--- src/rtl/hww_pkg.sv ---
// Constants, register map and the power-state enum of the halt, wake-up and watchdog block
// Assumes a single 200 MHz clock and a synchronous low-speed oscillator tick
package hww_pkg;

  // ****************************************
  // Clock and timing
  // ****************************************
  localparam int CLK_PERIOD_PS = 5000;
  localparam int SOFT_RESET_DELAY_NS = 1000;
  localparam int SOFT_RESET_DELAY_CYC = (SOFT_RESET_DELAY_NS * 1000 + CLK_PERIOD_PS - 1) / CLK_PERIOD_PS;
  localparam int LOW_SPEED_INTERNAL_OSC_NOMINAL_HZ = 32000;

  // ****************************************
  // Register bus
  // ****************************************
  localparam int ADDR_W = 4;
  localparam int DATA_W = 8;
  localparam logic [ADDR_W-1:0] OFS_SYS_CLK_CTRL = 4'h0;
  localparam logic [ADDR_W-1:0] OFS_WDT_CTRL = 4'h1;
  localparam logic [ADDR_W-1:0] OFS_RST_CAUSE = 4'h2;
  localparam logic [ADDR_W-1:0] OFS_PA_WAKE = 4'h3;
  localparam logic [ADDR_W-1:0] OFS_STATUS = 4'h4;

  // ****************************************
  // Field layout
  // ****************************************
  localparam int SCC_HIGH_HOLD_BIT = 1;
  localparam int SCC_LOW_HOLD_BIT = 0;
  localparam int WDT_EN_MSB = 7;
  localparam int WDT_EN_LSB = 3;
  localparam int WDT_SEL_MSB = 2;
  localparam int WDT_SEL_LSB = 0;
  localparam int RCF_WRF_BIT = 0;
  localparam int STAT_PDF_BIT = 1;
  localparam int STAT_TO_BIT = 0;

  // ****************************************
  // Codes and reset values
  // ****************************************
  localparam logic [4:0] WDT_EN_DISABLE = 5'h15;
  localparam logic [4:0] WDT_EN_ENABLE = 5'h0a;
  localparam logic [7:0] WDT_CTRL_RST = 8'h53;
  localparam logic [1:0] SCC_RST = 2'h0;
  localparam logic [7:0] PA_WAKE_RST = 8'h00;
  localparam logic [7:0] READ_ZERO = 8'h00;

  // ****************************************
  // Watchdog period table
  // ****************************************
  localparam int WDT_CNT_W = 18;
  localparam logic [WDT_CNT_W-1:0] WDT_LIM_0 = 18'h000ff;
  localparam logic [WDT_CNT_W-1:0] WDT_LIM_1 = 18'h003ff;
  localparam logic [WDT_CNT_W-1:0] WDT_LIM_2 = 18'h00fff;
  localparam logic [WDT_CNT_W-1:0] WDT_LIM_3 = 18'h03fff;
  localparam logic [WDT_CNT_W-1:0] WDT_LIM_4 = 18'h07fff;
  localparam logic [WDT_CNT_W-1:0] WDT_LIM_5 = 18'h0ffff;
  localparam logic [WDT_CNT_W-1:0] WDT_LIM_6 = 18'h1ffff;
  localparam logic [WDT_CNT_W-1:0] WDT_LIM_7 = 18'h3ffff;

  // ****************************************
  // Power state
  // ****************************************
  typedef enum logic [1:0] {
    HWW_ST_RUN = 2'b00,
    HWW_ST_HALT = 2'b01,
    HWW_ST_WAKE = 2'b11
  } hww_state_e;

endpackage

--- src/rtl/hww_wdt_if.sv ---
// Link between the power-down controller and the watchdog counter
// Assumes both ends run on the same clock
`timescale 1ns/100ps
interface hww_wdt_if;
  import hww_pkg::*;
  logic tick;
  logic run;
  logic clear;
  logic [2:0] period_sel;
  logic overflow;
  modport ctl (output tick, output run, output clear, output period_sel, input overflow);
  modport cnt (input tick, input run, input clear, input period_sel, output overflow);
endinterface

--- src/rtl/hww_wdt_counter.sv ---
// Watchdog counter: counts oscillator ticks up to a selected power of two
// Assumes tick is a one-cycle pulse synchronous to clk
`timescale 1ns/100ps
module hww_wdt_counter
  import hww_pkg::*;
(
  // Clock and reset
  input wire logic clk,
  input wire logic rst,
  // Control link
  hww_wdt_if.cnt wd
);

  logic [WDT_CNT_W-1:0] cnt_r;
  logic [WDT_CNT_W-1:0] lim;
  logic ovf_r;

  // ****************************************
  // Period decode
  // ****************************************
  always_comb
  begin
    case (wd.period_sel)
      3'h0: lim = WDT_LIM_0;
      3'h1: lim = WDT_LIM_1;
      3'h2: lim = WDT_LIM_2;
      3'h3: lim = WDT_LIM_3;
      3'h4: lim = WDT_LIM_4;
      3'h5: lim = WDT_LIM_5;
      3'h6: lim = WDT_LIM_6;
      default: lim = WDT_LIM_7;
    endcase
  end

  // ****************************************
  // Count and overflow
  // ****************************************
  always_ff @(posedge clk or posedge rst)
  begin
    if (rst)
    begin
      cnt_r <= '0;
      ovf_r <= 1'b0;
    end
    else
    begin
      ovf_r <= 1'b0;
      if (wd.clear)
      begin
        cnt_r <= '0;
      end
      else if (wd.run && wd.tick)
      begin
        if (cnt_r >= lim)
        begin
          cnt_r <= '0;
          ovf_r <= 1'b1;
        end
        else
        begin
          cnt_r <= cnt_r + 1'b1;
        end
      end
    end
  end

  assign wd.overflow = ovf_r;

endmodule

--- src/rtl/hww_top.sv ---
// Halt, wake-up and watchdog control of a small microcontroller
// Assumes CPU strobes are one-cycle pulses synchronous to clk; low_speed_internal_osc_tick is
// a one-cycle pulse per low-speed oscillator period
//
// Added by the designer: strobed register access and the register offsets.
`timescale 1ns/100ps
module hww_top
  import hww_pkg::*;
#(
  parameter int PA_W = 8,
  parameter int IRQ_W = 8,
  parameter int SRST_DELAY_CYC = SOFT_RESET_DELAY_CYC
)
(
  // Clock and reset
  input wire logic clk,
  input wire logic rst,
  // Register port
  input wire logic [ADDR_W-1:0] reg_addr,
  input wire logic [DATA_W-1:0] reg_wdata,
  input wire logic reg_wr,
  input wire logic reg_rd,
  output logic [DATA_W-1:0] reg_rdata,
  // CPU core
  input wire logic halt_exec,
  input wire logic clear_watchdog_exec,
  input wire logic stack_full,
  input wire logic [IRQ_W-1:0] irq_req,
  input wire logic [IRQ_W-1:0] irq_en,
  // Port A and oscillator
  input wire logic [PA_W-1:0] port_a_pin,
  input wire logic low_speed_internal_osc_tick,
  // Clock gating
  output logic cpu_halted,
  output logic high_clock_run,
  output logic sub_clock_run,
  output logic low_speed_internal_osc_run,
  output logic deep_sleep,
  // Wake and reset actions
  output logic resume_after_halt,
  output logic irq_respond,
  output logic pc_sp_reset,
  output logic device_reset,
  // Status flags
  output logic power_down_flag,
  output logic timeout_flag
);

  localparam int SRST_W = $clog2(SRST_DELAY_CYC + 1);
  localparam logic [SRST_W-1:0] SRST_LAST = SRST_W'(SRST_DELAY_CYC - 1);

  hww_wdt_if wd ();

  hww_state_e state_r;
  hww_state_e state_nxt;
  logic [1:0] scc_r;
  logic [4:0] wdt_en_r;
  logic [2:0] wdt_sel_r;
  logic [PA_W-1:0] pa_wake_r;
  logic [PA_W-1:0] pin_prev_r;
  logic [IRQ_W-1:0] irq_pre_r;
  logic wrf_r;
  logic pdf_r;
  logic to_r;
  logic [DATA_W-1:0] rdata_r;
  logic srst_busy_r;
  logic [SRST_W-1:0] srst_cnt_r;
  logic halted_r;
  logic hclk_r;
  logic sclk_r;
  logic low_speed_internal_osc_r;
  logic sleep_r;
  logic resume_r;
  logic irq_rsp_r;
  logic pcsp_r;
  logic dev_rst_r;
  logic [4:0] wr_en_field;
  logic wdt_ctrl_wr;
  logic illegal_wr;
  logic wdt_enabled;
  logic halt_entry;
  logic pin_wake;
  logic [IRQ_W-1:0] irq_new;
  logic irq_wake;
  logic irq_serve;
  logic wdt_wake;
  logic any_wake;
  logic srst_done;

  // ****************************************
  // Decode
  // ****************************************
  assign wr_en_field = reg_wdata[WDT_EN_MSB:WDT_EN_LSB];
  assign wdt_ctrl_wr = reg_wr && (reg_addr == OFS_WDT_CTRL);
  assign illegal_wr = wdt_ctrl_wr && (wr_en_field != WDT_EN_DISABLE) && (wr_en_field != WDT_EN_ENABLE);
  assign wdt_enabled = (wdt_en_r == WDT_EN_ENABLE);
  assign halt_entry = (state_r == HWW_ST_RUN) && halt_exec;
  assign pin_wake = |(pin_prev_r & ~port_a_pin & pa_wake_r);
  assign irq_new = irq_req & ~irq_pre_r;
  assign irq_wake = |irq_new;
  assign irq_serve = (|(irq_new & irq_en)) && !stack_full;
  assign wdt_wake = wd.overflow;
  assign any_wake = pin_wake || irq_wake || wdt_wake;
  assign srst_done = srst_busy_r && (srst_cnt_r == SRST_LAST);

  // ****************************************
  // Watchdog link
  // ****************************************
  assign wd.tick = low_speed_internal_osc_tick && low_speed_internal_osc_r;
  assign wd.run = wdt_enabled;
  assign wd.clear = halt_entry || clear_watchdog_exec || illegal_wr;
  assign wd.period_sel = wdt_sel_r;

  hww_wdt_counter u_wdt
  (
    .clk(clk),
    .rst(rst),
    .wd(wd)
  );

  // ****************************************
  // Power state machine
  // ****************************************
  always_comb
  begin
    state_nxt = state_r;
    case (state_r)
      HWW_ST_RUN:
      begin
        if (halt_exec)
        begin
          state_nxt = HWW_ST_HALT;
        end
      end
      HWW_ST_HALT:
      begin
        if (any_wake)
        begin
          state_nxt = HWW_ST_WAKE;
        end
      end
      HWW_ST_WAKE:
      begin
        state_nxt = HWW_ST_RUN;
      end
      default:
      begin
        state_nxt = HWW_ST_RUN;
      end
    endcase
  end

  always_ff @(posedge clk or posedge rst)
  begin
    if (rst)
    begin
      state_r <= HWW_ST_RUN;
    end
    else
    begin
      state_r <= state_nxt;
    end
  end

  // ****************************************
  // Clock gating
  // ****************************************
  always_ff @(posedge clk or posedge rst)
  begin
    if (rst)
    begin
      halted_r <= 1'b0;
      hclk_r <= 1'b1;
      sclk_r <= 1'b1;
      low_speed_internal_osc_r <= 1'b1;
      sleep_r <= 1'b0;
    end
    else if (halt_entry)
    begin
      halted_r <= 1'b1;
      hclk_r <= scc_r[SCC_HIGH_HOLD_BIT];
      sclk_r <= scc_r[SCC_LOW_HOLD_BIT];
      low_speed_internal_osc_r <= scc_r[SCC_LOW_HOLD_BIT] || wdt_enabled;
      sleep_r <= !scc_r[SCC_HIGH_HOLD_BIT] && !scc_r[SCC_LOW_HOLD_BIT];
    end
    else if (state_r == HWW_ST_HALT)
    begin
      low_speed_internal_osc_r <= sclk_r || wdt_enabled;
      if (any_wake)
      begin
        halted_r <= 1'b0;
        hclk_r <= 1'b1;
        sclk_r <= 1'b1;
        low_speed_internal_osc_r <= 1'b1;
        sleep_r <= 1'b0;
      end
    end
  end

  // ****************************************
  // Pin edge and pending request capture
  // ****************************************
  always_ff @(posedge clk or posedge rst)
  begin
    if (rst)
    begin
      pin_prev_r <= '0;
    end
    else
    begin
      pin_prev_r <= port_a_pin;
    end
  end

  always_ff @(posedge clk or posedge rst)
  begin
    if (rst)
    begin
      irq_pre_r <= '0;
    end
    else if (halt_entry)
    begin
      irq_pre_r <= irq_req;
    end
    else if (state_r == HWW_ST_HALT)
    begin
      irq_pre_r <= irq_pre_r & irq_req;
    end
  end

  // ****************************************
  // Wake actions
  // ****************************************
  always_ff @(posedge clk or posedge rst)
  begin
    if (rst)
    begin
      resume_r <= 1'b0;
      irq_rsp_r <= 1'b0;
      pcsp_r <= 1'b0;
    end
    else
    begin
      resume_r <= 1'b0;
      irq_rsp_r <= 1'b0;
      pcsp_r <= 1'b0;
      if ((state_r == HWW_ST_HALT) && any_wake)
      begin
        if (wdt_wake)
        begin
          pcsp_r <= 1'b1;
        end
        else if (irq_wake && irq_serve)
        begin
          irq_rsp_r <= 1'b1;
        end
        else
        begin
          resume_r <= 1'b1;
        end
      end
    end
  end

  // ****************************************
  // Soft reset delay and device reset
  // ****************************************
  always_ff @(posedge clk or posedge rst)
  begin
    if (rst)
    begin
      srst_busy_r <= 1'b0;
      srst_cnt_r <= '0;
    end
    else if (illegal_wr)
    begin
      srst_busy_r <= 1'b1;
      srst_cnt_r <= '0;
    end
    else if (srst_done)
    begin
      srst_busy_r <= 1'b0;
    end
    else if (srst_busy_r)
    begin
      srst_cnt_r <= srst_cnt_r + 1'b1;
    end
  end

  always_ff @(posedge clk or posedge rst)
  begin
    if (rst)
    begin
      dev_rst_r <= 1'b0;
    end
    else
    begin
      dev_rst_r <= srst_done || (wd.overflow && (state_r != HWW_ST_HALT));
    end
  end

  // ****************************************
  // Status flags
  // ****************************************
  always_ff @(posedge clk or posedge rst)
  begin
    if (rst)
    begin
      pdf_r <= 1'b0;
    end
    else if (halt_entry)
    begin
      pdf_r <= 1'b1;
    end
    else if (clear_watchdog_exec)
    begin
      pdf_r <= 1'b0;
    end
  end

  always_ff @(posedge clk or posedge rst)
  begin
    if (rst)
    begin
      to_r <= 1'b0;
    end
    else if (wd.overflow)
    begin
      to_r <= 1'b1;
    end
    else if (halt_entry)
    begin
      to_r <= 1'b0;
    end
  end

  always_ff @(posedge clk or posedge rst)
  begin
    if (rst)
    begin
      wrf_r <= 1'b0;
    end
    else if (srst_done)
    begin
      wrf_r <= 1'b1;
    end
    else if (reg_wr && (reg_addr == OFS_RST_CAUSE) && !reg_wdata[RCF_WRF_BIT])
    begin
      wrf_r <= 1'b0;
    end
  end

  // ****************************************
  // Control registers
  // ****************************************
  always_ff @(posedge clk or posedge rst)
  begin
    if (rst)
    begin
      scc_r <= SCC_RST;
      pa_wake_r <= PA_W'(PA_WAKE_RST);
    end
    else if (reg_wr)
    begin
      if (reg_addr == OFS_SYS_CLK_CTRL)
      begin
        scc_r <= reg_wdata[SCC_HIGH_HOLD_BIT:SCC_LOW_HOLD_BIT];
      end
      if (reg_addr == OFS_PA_WAKE)
      begin
        pa_wake_r <= reg_wdata[PA_W-1:0];
      end
    end
  end

  always_ff @(posedge clk or posedge rst)
  begin
    if (rst)
    begin
      wdt_en_r <= WDT_CTRL_RST[WDT_EN_MSB:WDT_EN_LSB];
      wdt_sel_r <= WDT_CTRL_RST[WDT_SEL_MSB:WDT_SEL_LSB];
    end
    else if (wdt_ctrl_wr)
    begin
      wdt_en_r <= wr_en_field;
      wdt_sel_r <= reg_wdata[WDT_SEL_MSB:WDT_SEL_LSB];
    end
  end

  // ****************************************
  // Read port
  // ****************************************
  always_ff @(posedge clk or posedge rst)
  begin
    if (rst)
    begin
      rdata_r <= READ_ZERO;
    end
    else
    begin
      rdata_r <= READ_ZERO;
      if (reg_rd)
      begin
        case (reg_addr)
          OFS_SYS_CLK_CTRL: rdata_r <= {6'h00, scc_r};
          OFS_WDT_CTRL: rdata_r <= {wdt_en_r, wdt_sel_r};
          OFS_RST_CAUSE: rdata_r <= {7'h00, wrf_r};
          OFS_PA_WAKE: rdata_r <= DATA_W'(pa_wake_r);
          OFS_STATUS: rdata_r <= {6'h00, pdf_r, to_r};
          default: rdata_r <= READ_ZERO;
        endcase
      end
    end
  end

  // ****************************************
  // Outputs
  // ****************************************
  assign reg_rdata = rdata_r;
  assign cpu_halted = halted_r;
  assign high_clock_run = hclk_r;
  assign sub_clock_run = sclk_r;
  assign low_speed_internal_osc_run = low_speed_internal_osc_r;
  assign deep_sleep = sleep_r;
  assign resume_after_halt = resume_r;
  assign irq_respond = irq_rsp_r;
  assign pc_sp_reset = pcsp_r;
  assign device_reset = dev_rst_r;
  assign power_down_flag = pdf_r;
  assign timeout_flag = to_r;

endmodule

--- config.mk ---
export PLATFORM = sky130hd
export DESIGN_NAME = hww_top
export DESIGN_NICKNAME = d
export VERILOG_FILES = /design/src/rtl/hww_pkg.sv /design/src/rtl/hww_wdt_if.sv /design/src/rtl/hww_wdt_counter.sv /design/src/rtl/hww_top.sv
export SDC_FILE = /design/constraint.sdc
export NUM_CORES = 1
export LEC_CHECK = 0
export BUFFER_PORTS_ARGS = -buffer_cell sky130_fd_sc_hd__buf_2
export CAP_MARGIN = 20
export CORE_ASPECT_RATIO = 1.5
export CORE_MARGIN = 2
export CORE_UTILIZATION = 51
export DETAILED_ROUTE_END_ITERATION = 8
export GPL_TIMING_DRIVEN = 0
export MAX_ROUTING_LAYER = met4
export PLACE_DENSITY = 0.83
export SLEW_MARGIN = 40
export SYNTH_ARGS = -nofsm -noshare
export SYNTH_HDL_FRONTEND = slang
export SYNTH_SLANG_ARGS = --single-unit
export TNS_END_PERCENT = 10
--- constraint.sdc ---
create_clock -name clk -period 2.6 [get_ports clk]
set_clock_uncertainty 0.1 [all_clocks]
set_input_delay 0.52 -clock clk [delete_from_list [all_inputs] [get_ports clk]]
set_output_delay 0.52 -clock clk [all_outputs]
set_load 0.01 [all_outputs]
[Word level (Yosys, flattened, before mapping)]
Index checks and enable logic that the tools add are counted.
Word-level totals
  register bits after elaboration: 84
  logic and storage cells: 141
Cells by class
  bitwise logic cells: 7
  order comparisons: 1
  equality and inequality tests: 19
  reductions and logical operators: 44
  multiplexer cells: 44
  add/sub/neg operators: 2
Operators by type and width (number)
  case mux 18 bit (7 select lines): 1
  two-way mux 18 bit: 3
  two-way mux 8 bit: 6
  AND 8 bit: 5
  case mux 8 bit (5 select lines): 1
  two-way mux 1 bit: 30
  OR reduction 8 bit: 3
  adder 18 x 1 -> 18 bit, second input constant: 1
  >= comparator 18 bit: 1
  NOT 8 bit: 2
  nonzero test 2 bit: 8
  logical AND 1 bit: 14
  AND reduction 2 bit: 5
  equality test 3 bit, second input constant: 3
  adder 8 x 1 -> 8 bit, second input constant: 1
  equality test 4 x 2 -> 1 bit, second input constant: 2
  equality test 8 bit, second input constant: 1
  logical OR 1 bit: 7
  equality test 3 x 2 -> 1 bit, second input constant: 2
  != test 2 bit, second input constant: 3
  equality test 5 x 4 -> 1 bit, second input constant: 1
  != test 5 x 4 -> 1 bit, second input constant: 1
  != test 5 bit, second input constant: 1
  equality test 4 x 1 -> 1 bit, second input constant: 1
  10 further kinds: 14

[Depth between registers and ports, before layout]
Gate-level depths: netlist of the first run.
  depth after elaboration: 9
  gate-level depth with buffers: 10
  depth with buffers taken out: 8

[Hierarchy]
Synthesis of the first run repeated with hierarchy kept, for this count alone.
Unflattened totals
  cells, all modules: 392
  area total of the unflattened synthesis: 4177.8 um^2
By module, submodules not included
  hww_top: sequential area each 1635.3 um^2, times used 1, area an instance 2854.0 um^2, cells each 234
  hww_wdt_counter: sequential area each 475.5 um^2, times used 1, area an instance 1323.8 um^2, cells each 158

[Least setup slack after synthesis of the first run]
Ideal clock, no wire load.
  path type: reg2reg
  start: register wdt_sel_r[1], in the netlist wd.period_sel[1]
  end: register u_wdt.cnt_r[10]
  library setup time: 0.119 ns
  cell stages (with the launch flop): 11
  path slack: -0.246 ns
  arrival: 2.627 ns
  path through: dfstp_2 clkbuf_1 o21ai_0 ha_1 nand4_1 or2_2 or4_1 and3_1 a21oi_2 buf_4 nor2_1
On the way
  word-level cells in the longest chain between the ends: 6
  elaborated cells between the ends (all ways): 12
  those cells by class: order compare: 1; eq/ne: 6; mux: 4; reduce/logical: 1
Ends and longest elaborated chain
  from (decl): RTL line hww_top.sv:58  | logic [2:0] wdt_sel_r;
  from (signal assigned): RTL line hww_top.sv:381  | wdt_sel_r <= WDT_CTRL_RST[WDT_SEL_MSB:WDT_SEL_LSB];
  from (signal assigned): RTL line hww_top.sv:386  | wdt_sel_r <= reg_wdata[WDT_SEL_MSB:WDT_SEL_LSB];
  equality test 3 bit, or another cell as far along: RTL line hww_wdt_counter.sv:23  | case (wd.period_sel)
  case mux 18 bit (7 select lines) (*): RTL line hww_wdt_counter.sv:23
  >= comparator 18 bit (*): RTL line hww_wdt_counter.sv:54  | if (cnt_r >= lim)
  two-way mux 18 bit (*): RTL line hww_wdt_counter.sv:54
  two-way mux 18 bit (*): RTL line hww_wdt_counter.sv:52  | else if (wd.run && wd.tick)
  two-way mux 18 bit (*): RTL line hww_wdt_counter.sv:48  | if (wd.clear)
  to (signal assigned): RTL line hww_wdt_counter.sv:61  | cnt_r <= cnt_r + 1'b1;
  to (decl): RTL line hww_wdt_counter.sv:14  | logic [WDT_CNT_W-1:0] cnt_r;
Every way passes the cells marked *; elsewhere a longest branch is shown, timed or not. The select of a mux whose other input is x is not followed.
A chain may end at the register's enable or synchronous reset.

[Final worst setup path of the first run]
  start: register wdt_sel_r[1], in the netlist wd.period_sel[1]
  end: register u_wdt.cnt_r[2]
The elaborated chain is that of the path after synthesis.

==> results of run 1 <==
per-layer routing:
metal  vias to the layer above  part of all wire (%)
li1                       1502                     -
met1                      1583                    40
met2                        70                    54
met3                        17                   3.4
met4                         0                   2.0
met5                         -                     0
cells by family after synthesis:
family	Yosys count	share of synthesized area (%)
adder cells (fa/ha/maj)	12	3.73
AO/OA/AOI/OAI	57	9.63
buffers and inverters	21	2.45
multiplexers	23	6.27
AND/OR/NAND/NOR	158	21.2
flip-flops	84	52.4
XOR/XNOR	20	4.35
path summary, 6_finish.rpt:
path                                  end  cells after the start  slack, ps             start
max                        u_wdt.cnt_r[2]                      8       -130  wd.period_sel[1]
min                          irq_pre_r[2]                      2        130               rst
max reg2reg                u_wdt.cnt_r[2]                      8       -130  wd.period_sel[1]
min reg2reg                    cpu_halted                      2        370        cpu_halted
max in group asynchronous     wdt_en_r[3]                      4       1530               rst
min in group clk            pin_prev_r[6]                      1        190     port_a_pin[6]
stage by stage:
step | util [%] | setup slack (ps) | cells | cell area, µm²
final | 64.3 | -127 | 560 | 4930
after global placement | 58.7 | -166 | 538 | 4490
after detailed placement | 59.6 | -201 | 541 | 4570
after floorplan | - | 10.4 | 375 | 4060
after CTS | 63.9 | -94.8 | 558 | 4890
after global routing | 64.3 | -218 | 560 | 4930
flip-flops by register name, indices dropped and copies added, names as in the netlist, 2 cells and up:
signal	cells
reg_rdata	8
pin_prev_r	8
u_wdt.cnt_r	18
scc_r	2
state_r	2
pa_wake_r	8
srst_cnt_r	8
irq_pre_r	8
wd.period_sel	3
wdt_en_r	5
final cells by class:
class                   count  area share, %
flip-flops and latches     84           42.8
clock inverters             4          0.990
well taps                 102           2.59
multi-input cells         270           38.1
plain buffers               7           1.02
repair buffers             69           8.48
inverters                  12          0.990
clock buffers              12           5.00
cells in the final DEF (no fill, tap or decap), types with 10 or more instances in the layout:
cell type | synthesis | layout
a21oi_1 | 14 | 13
buf_2 | 1 | 62
dfrtp_1 | 77 | 77
ha_1 | 12 | 10
inv_1 | 12 | 11
mux2_2 | 18 | 18
nand2_1 | 32 | 32
nand4_1 | 10 | 10
nor2_1 | 48 | 48
o21ai_0 | 15 | 14
xnor2_1 | 16 | 16
worst max-delay path, stage by stage, from the launching register on:
cell	delay, ps
dfstp_2	640
a21oi_4	90
ha_1	310
nand4_1	110
or2_4	260
or4_4	490
nand4b_1	260
nor3b_1	90
a211o_1	270
repair_timing:
item                                    4_1_cts  5_1_grt
endpoints found under the setup margin       16       16
hold buffers                                  0        0
resized for setup                             5        2
buffers inserted                              3        2
pin swaps                                    15        2
report_power, final:
group,internal [W],switching [W],leakage (nW)
clock,0.000769,0.000494,0.147
combinational,0.000447,0.000512,1.04
sequential,0.00161,0.000229,1.07
total,0.00283,0.00124,2.25
==> summary.md, run 1 <==
| Metric | Value |
|---|---|
| Status | `finished, violations left` |
| Failing checks | `setup timing` |
| Fmax | `0.367 GHz` |
| Vias | `3172` |
| Fin nets | `509` |
| Yosys cell types | `51` |
| Min Hold Slack | `131 ps` |
| Fin crit period | `2730 ps` |
| Leak | `2.25 nW` |
| Setup CP Type | `reg2reg` |
| Initial DRC Count | `146` |
| Initial antenna violation count | `0` |
| Worst slew pin tran | `700 ps` |
| Async S/R FF share, synth | `100%` |
| DR vias/cell | `5.66` |
| Flops & latches, synth | `84` |
| Crit path DAT | `2850 ps` |
| RSZ-0062 raised after global routing | `yes` |
| # rows | `39` |
| Core area | `7660 µm²` |
| Initial core utilization | `52.6%` |
| Worst-path clk slew | `60 ps` |
| Post-synthesis net count | `431` |
| Routability congestion estimate | `0.872` |
| CTS root buf | `clkbuf_16` |
| DR pass1 iterations | `4` |
| Die area | `8640 µm²` |
| Crit path launch type | `flip-flop` |
| GRT Max-Usage Layer | `met2` |
| Element type at the critical path end | `flip-flop` |
| Max_cap viols | `0` |
| Sequential fraction of the synthesis area | `52.4%` |
| Post-synthesis area per instance | `10.7 µm²` |
| Post-synth top area share | `47.8%` |
| Die height | `113 µm` |
| Register area | `2110 µm²` |
| Largest net degree at the start of global routing | `26` |
| DRC viols | `0` |
| Worst setup margin | `-127 ps` |
| Die width | `76.6 µm` |
| Clock Tree Buf Depth | `2` |
| Ant. Diodes | `0` |
| I/O Buffers | `61` |
| Clock Latency Late Sink | `340 ps` |
| CTS tree | `done` |
| Slew margin rel. | `52.9%` |
| GR Layer Usage met3 | `4.15%` |
| Met1 usage in global routing | `25.1%` |
| Post-Syn Area | `4030 µm²` |
| First-pass GRT wire length | `15100 µm` |
| Number of global-route vias before repair | `3267` |
| Worst vdd ir | `0.422 mV` |
| CP Max Fanout | `7` |
| Total wire length | `9030 µm` |
| DRT antenna net count | `0` |
| Synth Flop Type | `dfrtp_1` |
| Endpoints failing setup | `13` |
| Share of layout cells above drive strength 1 | `28.4%` |
| Final Cycle Share | `105%` |
| Setup TNS | `-1040 ps` |
| WP data required | `2730 ps` |
| All-Layer GR Usage | `22.8%` |
| Cell with the most instances after synthesis | `dfrtp_1` |
| Multi-input gate area | `1880 µm²` |
| Met2 usage | `40.4%` |
| Post-Syn Instances | `375` |
| Synth area leaders | `dfrtp_1 (48%), mux2_2 (5.0%), dfstp_2 (4.6%)` |
| Filler cell count in the final layout | `587` |
| # clock sinks | `84` |
| Commonest cells in the netlist | `dfrtp_1 (77), nor2_1 (48), nand2_1 (32)` |
| Number of flops mapped to enable cells by yosys | `0` |
| Layout area overhead | `22.4%` |
| Drt wl/cell | `16.1 µm` |
| IO Count | `63` |
| Total power | `0.00406 W` |
| Max H-tree Level | `3` |
| Hold Fails Final Rpt | `0` |
| Cts bufs inserted | `9` |
| Slew Viols, Final | `0` |
| Power per Cell Area | `825 nW/µm²` |
| Yosys Warn Count | `0` |
| Post-DP HPWL | `6770 µm` |
| Worst hold path type | `in2async` |
| Post-synth top area cell | `dfrtp_1` |
| Total gr overflow | `0` |
No activity file was read; power rests on OpenSTA's default activity.
==> run 2: changes to the inputs <==
--- a/config.mk
+++ b/config.mk
@@ -5,15 +5,16 @@
 export SDC_FILE = /design/constraint.sdc
 export NUM_CORES = 1
 export LEC_CHECK = 0
+export ABC_AREA = 1
 export BUFFER_PORTS_ARGS = -buffer_cell sky130_fd_sc_hd__buf_2
 export CAP_MARGIN = 20
 export CORE_ASPECT_RATIO = 1.5
 export CORE_MARGIN = 2
-export CORE_UTILIZATION = 51
+export CORE_UTILIZATION = 55
 export DETAILED_ROUTE_END_ITERATION = 8
 export GPL_TIMING_DRIVEN = 0
 export MAX_ROUTING_LAYER = met4
-export PLACE_DENSITY = 0.83
+export PLACE_DENSITY = 0.84
 export SLEW_MARGIN = 40
 export SYNTH_ARGS = -nofsm -noshare
 export SYNTH_HDL_FRONTEND = slang
==> constraint.sdc (replaced) <==
create_clock -name clk -period 2.9 [get_ports clk]
set_clock_uncertainty 0.1 [all_clocks]
set_input_delay 0.58 -clock clk [delete_from_list [all_inputs] [get_ports clk]]
set_output_delay 0.58 -clock clk [all_outputs]
set_load 0.01 [all_outputs]
==> summary.md, run 2 <==
| Metric | Value |
|---|---|
| Fin crit period | `2620 ps (was 2730 ps)` |
| Post-cts resize count | `0 (was 5)` |
| Worst R2R Path Depth | `14 (was 8)` |
| Largest net degree at the start of global routing | `46 (was 26)` |
| DRC viols | `0 (unchanged)` |
| CTS tree | `done (unchanged)` |
| Worst slew pin tran | `695 ps (was 700 ps)` |
| Worst Setup SP | `wd.period_sel[1] (unchanged)` |
| Slew margin rel. | `53.5% (was 52.9%)` |
| Worst setup margin | `284 ps (was -127 ps)` |
| Post-Synth Adder-Cell Area | `3.41% (was 3.73%)` |
| Largest family of logic cells by synthesized area | `simple AND/OR/NAND/NOR gates (unchanged)` |
| Ant. Diodes | `0 (unchanged)` |
| Cell count after placement | `712 (was 541)` |
| Initial core utilization | `55.8% (was 52.6%)` |
| All-Layer GR Usage | `24.7% (was 22.8%)` |
| Cts bufs inserted | `9 (unchanged)` |
| Most frequent cells in the layout | `nand2_1 (128), dfrtp_1 (77), inv_1 (69), buf_2 (64), nor2_1 (53) (was dfrtp_1 (77), buf_2 (62), nor2_1 (48), nand2_1 (32), mux2_2 (18))` |
| Die width | `77.1 µm (was 76.6 µm)` |
| Die height | `114 µm (was 113 µm)` |
| Fin nets | `674 (was 509)` |
| Yosys cell types | `38 (was 51)` |
| Crit path launch type | `flip-flop (unchanged)` |
| Worst vdd ir | `0.548 mV (was 0.422 mV)` |
| Async S/R FF share, synth | `100% (unchanged)` |
| Crit path DAT | `2780 ps (was 2850 ps)` |
| WP data required | `3060 ps (was 2730 ps)` |
| Worst hold path type | `in2async (unchanged)` |
| Post-synth top area share | `43.7% (was 47.8%)` |
| Sequential fraction of the synthesis area | `47.9% (was 52.4%)` |
| # clock sinks | `84 (unchanged)` |
| Final Cycle Share | `90.2% (was 105%)` |
| Register area | `2110 µm² (unchanged)` |
| Slew Viols, Final | `0 (unchanged)` |
| Endpoints failing setup | `0 (was 13)` |
| Cell with the most instances after synthesis | `nand2_1 (was dfrtp_1)` |
| Post-CTS setup buffer count | `0 (was 3)` |
| Power per Cell Area | `712 nW/µm² (was 825 nW/µm²)` |
| Final core utilization | `65.7% (was 64.3%)` |
| RSZ-0062 raised after global routing | `no (was yes)` |
| Routability congestion estimate | `0.937 (was 0.872)` |
| Xor and xnor area share after synthesis | `3.18% (was 4.35%)` |
| Multi-input gate area | `1960 µm² (was 1880 µm²)` |
| Flops & latches, synth | `84 (unchanged)` |
| Met2 usage | `42.7% (was 40.4%)` |
| I/O Buffers | `62 (was 61)` |
| Clock Tree Buf Depth | `2 (unchanged)` |
| Share of layout cells above drive strength 1 | `18.8% (was 28.4%)` |
| Synth Flop Type | `dfrtp_1 (unchanged)` |
| Post-Place Setup Slack | `228 ps (was -201 ps)` |
| Synth Area in Simple Gates | `29.8% (was 21.2%)` |
| Crit path to | `u_wdt.cnt_r[0] (was u_wdt.cnt_r[2])` |
| Die area | `8760 µm² (was 8640 µm²)` |
| DR pass1 iterations | `5 (was 4)` |
| # rows | `40 (was 39)` |
| R2r setup slk | `280 ps (was -130 ps)` |
| First-pass GRT wire length | `16600 µm (was 15100 µm)` |
| Setup CP Type | `reg2reg (unchanged)` |
| DR vias/cell | `5.39 (was 5.66)` |
| Initial antenna violation count | `0 (unchanged)` |
| Layout area overhead | `17.8% (was 22.4%)` |
| Final std cells w/o fill | `728 (was 560)` |
| Post-synthesis mux area share | `0.511% (was 6.27%)` |
| IO Count | `63 (unchanged)` |
| Post-synth top area cell | `dfrtp_1 (unchanged)` |
| Max H-tree Level | `3 (unchanged)` |
| Status | `finished clean (was finished, violations left)` |
| Post-synthesis net count | `600 (was 431)` |
| Post-Syn Area | `4410 µm² (was 4030 µm²)` |
| Met1 usage in global routing | `27.4% (was 25.1%)` |
| GRT Max-Usage Layer | `met2 (unchanged)` |
| Total power | `0.00370 W (was 0.00406 W)` |
| Synth area leaders | `dfrtp_1 (44%), nand2_1 (11%), inv_1 (6.0%) (was dfrtp_1 (48%), mux2_2 (5.0%), dfstp_2 (4.6%))` |
| CTS root buf | `clkbuf_16 (unchanged)` |
| Initial DRC Count | `369 (was 146)` |
| Number of global-route vias before repair | `3766 (was 3267)` |
| Yosys Warn Count | `0 (unchanged)` |
| Post-synthesis area per instance | `8.11 µm² (was 10.7 µm²)` |
| GR Layer Usage met3 | `4.59% (was 4.15%)` |
| Most common cell after layout, fill and taps aside | `nand2_1 (was dfrtp_1)` |
| Hold Fails Final Rpt | `0 (unchanged)` |
| Element type at the critical path end | `flip-flop (unchanged)` |
| Number of flops mapped to enable cells by yosys | `0 (unchanged)` |
| Vias | `3922 (was 3172)` |
| Post-Syn Instances | `544 (was 375)` |
| Max reg flops | `18 (unchanged)` |
| Synth Area in Compound Gates | `7.58% (was 9.63%)` |
| Filler cell count in the final layout | `660 (was 587)` |
| RR Startpoint | `wd.period_sel[1] (unchanged)` |
| Drt wl/cell | `13.6 µm (was 16.1 µm)` |
| Most flops, register | `u_wdt.cnt_r (unchanged)` |
| Hold-fix buffers, CTS | `0 (unchanged)` |
| CP Max Fanout | `10 (was 7)` |
| Post-DP HPWL | `7480 µm (was 6770 µm)` |
| Core area | `7910 µm² (was 7660 µm²)` |
| Setup TNS | `0 ps (was -1040 ps)` |
| Reg-to-reg endpoint | `u_wdt.cnt_r[0] (was u_wdt.cnt_r[2])` |
| Worst-path clk slew | `60 ps (about the same)` |
| Total gr overflow | `0 (unchanged)` |
| Fmax | `0.382 GHz (was 0.367 GHz)` |
| Max_cap viols | `0 (unchanged)` |
| Clock Latency Late Sink | `340 ps (about the same)` |
| Total wire length | `9890 µm (was 9030 µm)` |
| Leak | `2.70 nW (was 2.25 nW)` |
| DRT antenna net count | `0 (unchanged)` |
| Commonest cells in the netlist | `nand2_1 (128), dfrtp_1 (77), inv_1 (71) (was dfrtp_1 (77), nor2_1 (48), nand2_1 (32))` |
run 2: through the flow:
stage | hold WS, ps | instance area, µm²
3_3_place_gp | 345 | 4850
3_5_place_dp | 351 | 4880
6_report | 126 | 5190
2_1_floorplan | 312 | 4410
4_1_cts | 138 | 5190
5_1_grt | 159 | 5190
run 2: cell type report:
cell class                      count  share of cell area (%)
Multi-Input combinational cell    377                    37.8
Timing Repair Buffer               63                    6.36
Clock inverter                      6                    1.71
Tap cell                          105                    2.53
Clock buffer                       10                    4.41
Buffer                              8                   0.915
Sequential cell                    84                    40.6
Inverter                           75                    5.66
run 2: kinds of logic (layout without fill, tap and decap cells):
family                     after synthesis  in the layout
adders and majority gates               12             12
xor gates and xnor gates                16             16
buffers and inverters                   83            162
and+or+nand+nor                        284            284
AOI/OAI and AO/OA                       63             63
muxes                                    2              2
DFF                                     84             84
run 2: where the power goes:
part | switching [W] | internal (W) | leakage (nW)
clock | 0.000462 | 0.000754 | 0.149
sequential | 0.000145 | 0.00142 | 1.06
combinational | 0.000584 | 0.000330 | 1.48
total | 0.00119 | 0.00251 | 2.70
run 2: layer usage:
metal / up-vias / wire length (µm)
met5: - / 0
met4: 0 / 342
met3: 29 / 333
met2: 101 / 5310
met1: 1879 / 3910
li1: 1913 / -
run 2: how the worst min path moves through the flow:
stage / from / end
after floorplan: u_wdt.wd.overflow / irq_respond
after global routing: rst / irq_pre_r[4]
after global placement: u_wdt.wd.overflow / irq_respond
after detailed placement: u_wdt.wd.overflow / irq_respond
after CTS: rst / u_wdt.cnt_r[12]
final: rst / u_wdt.cnt_r[1]
run 2: worst max-delay path, stage by stage, from the launching register on:
cell      delay [ps]
dfstp_2          520
clkbuf_1         260
nand3_1          150
nand2_1           90
inv_1             40
ha_1             260
nand2_1           90
inv_1             40
a21oi_1          140
nand2_1           60
inv_1             60
nand3_2          210
inv_2            200
nand2_1          120
o21ai_0          180
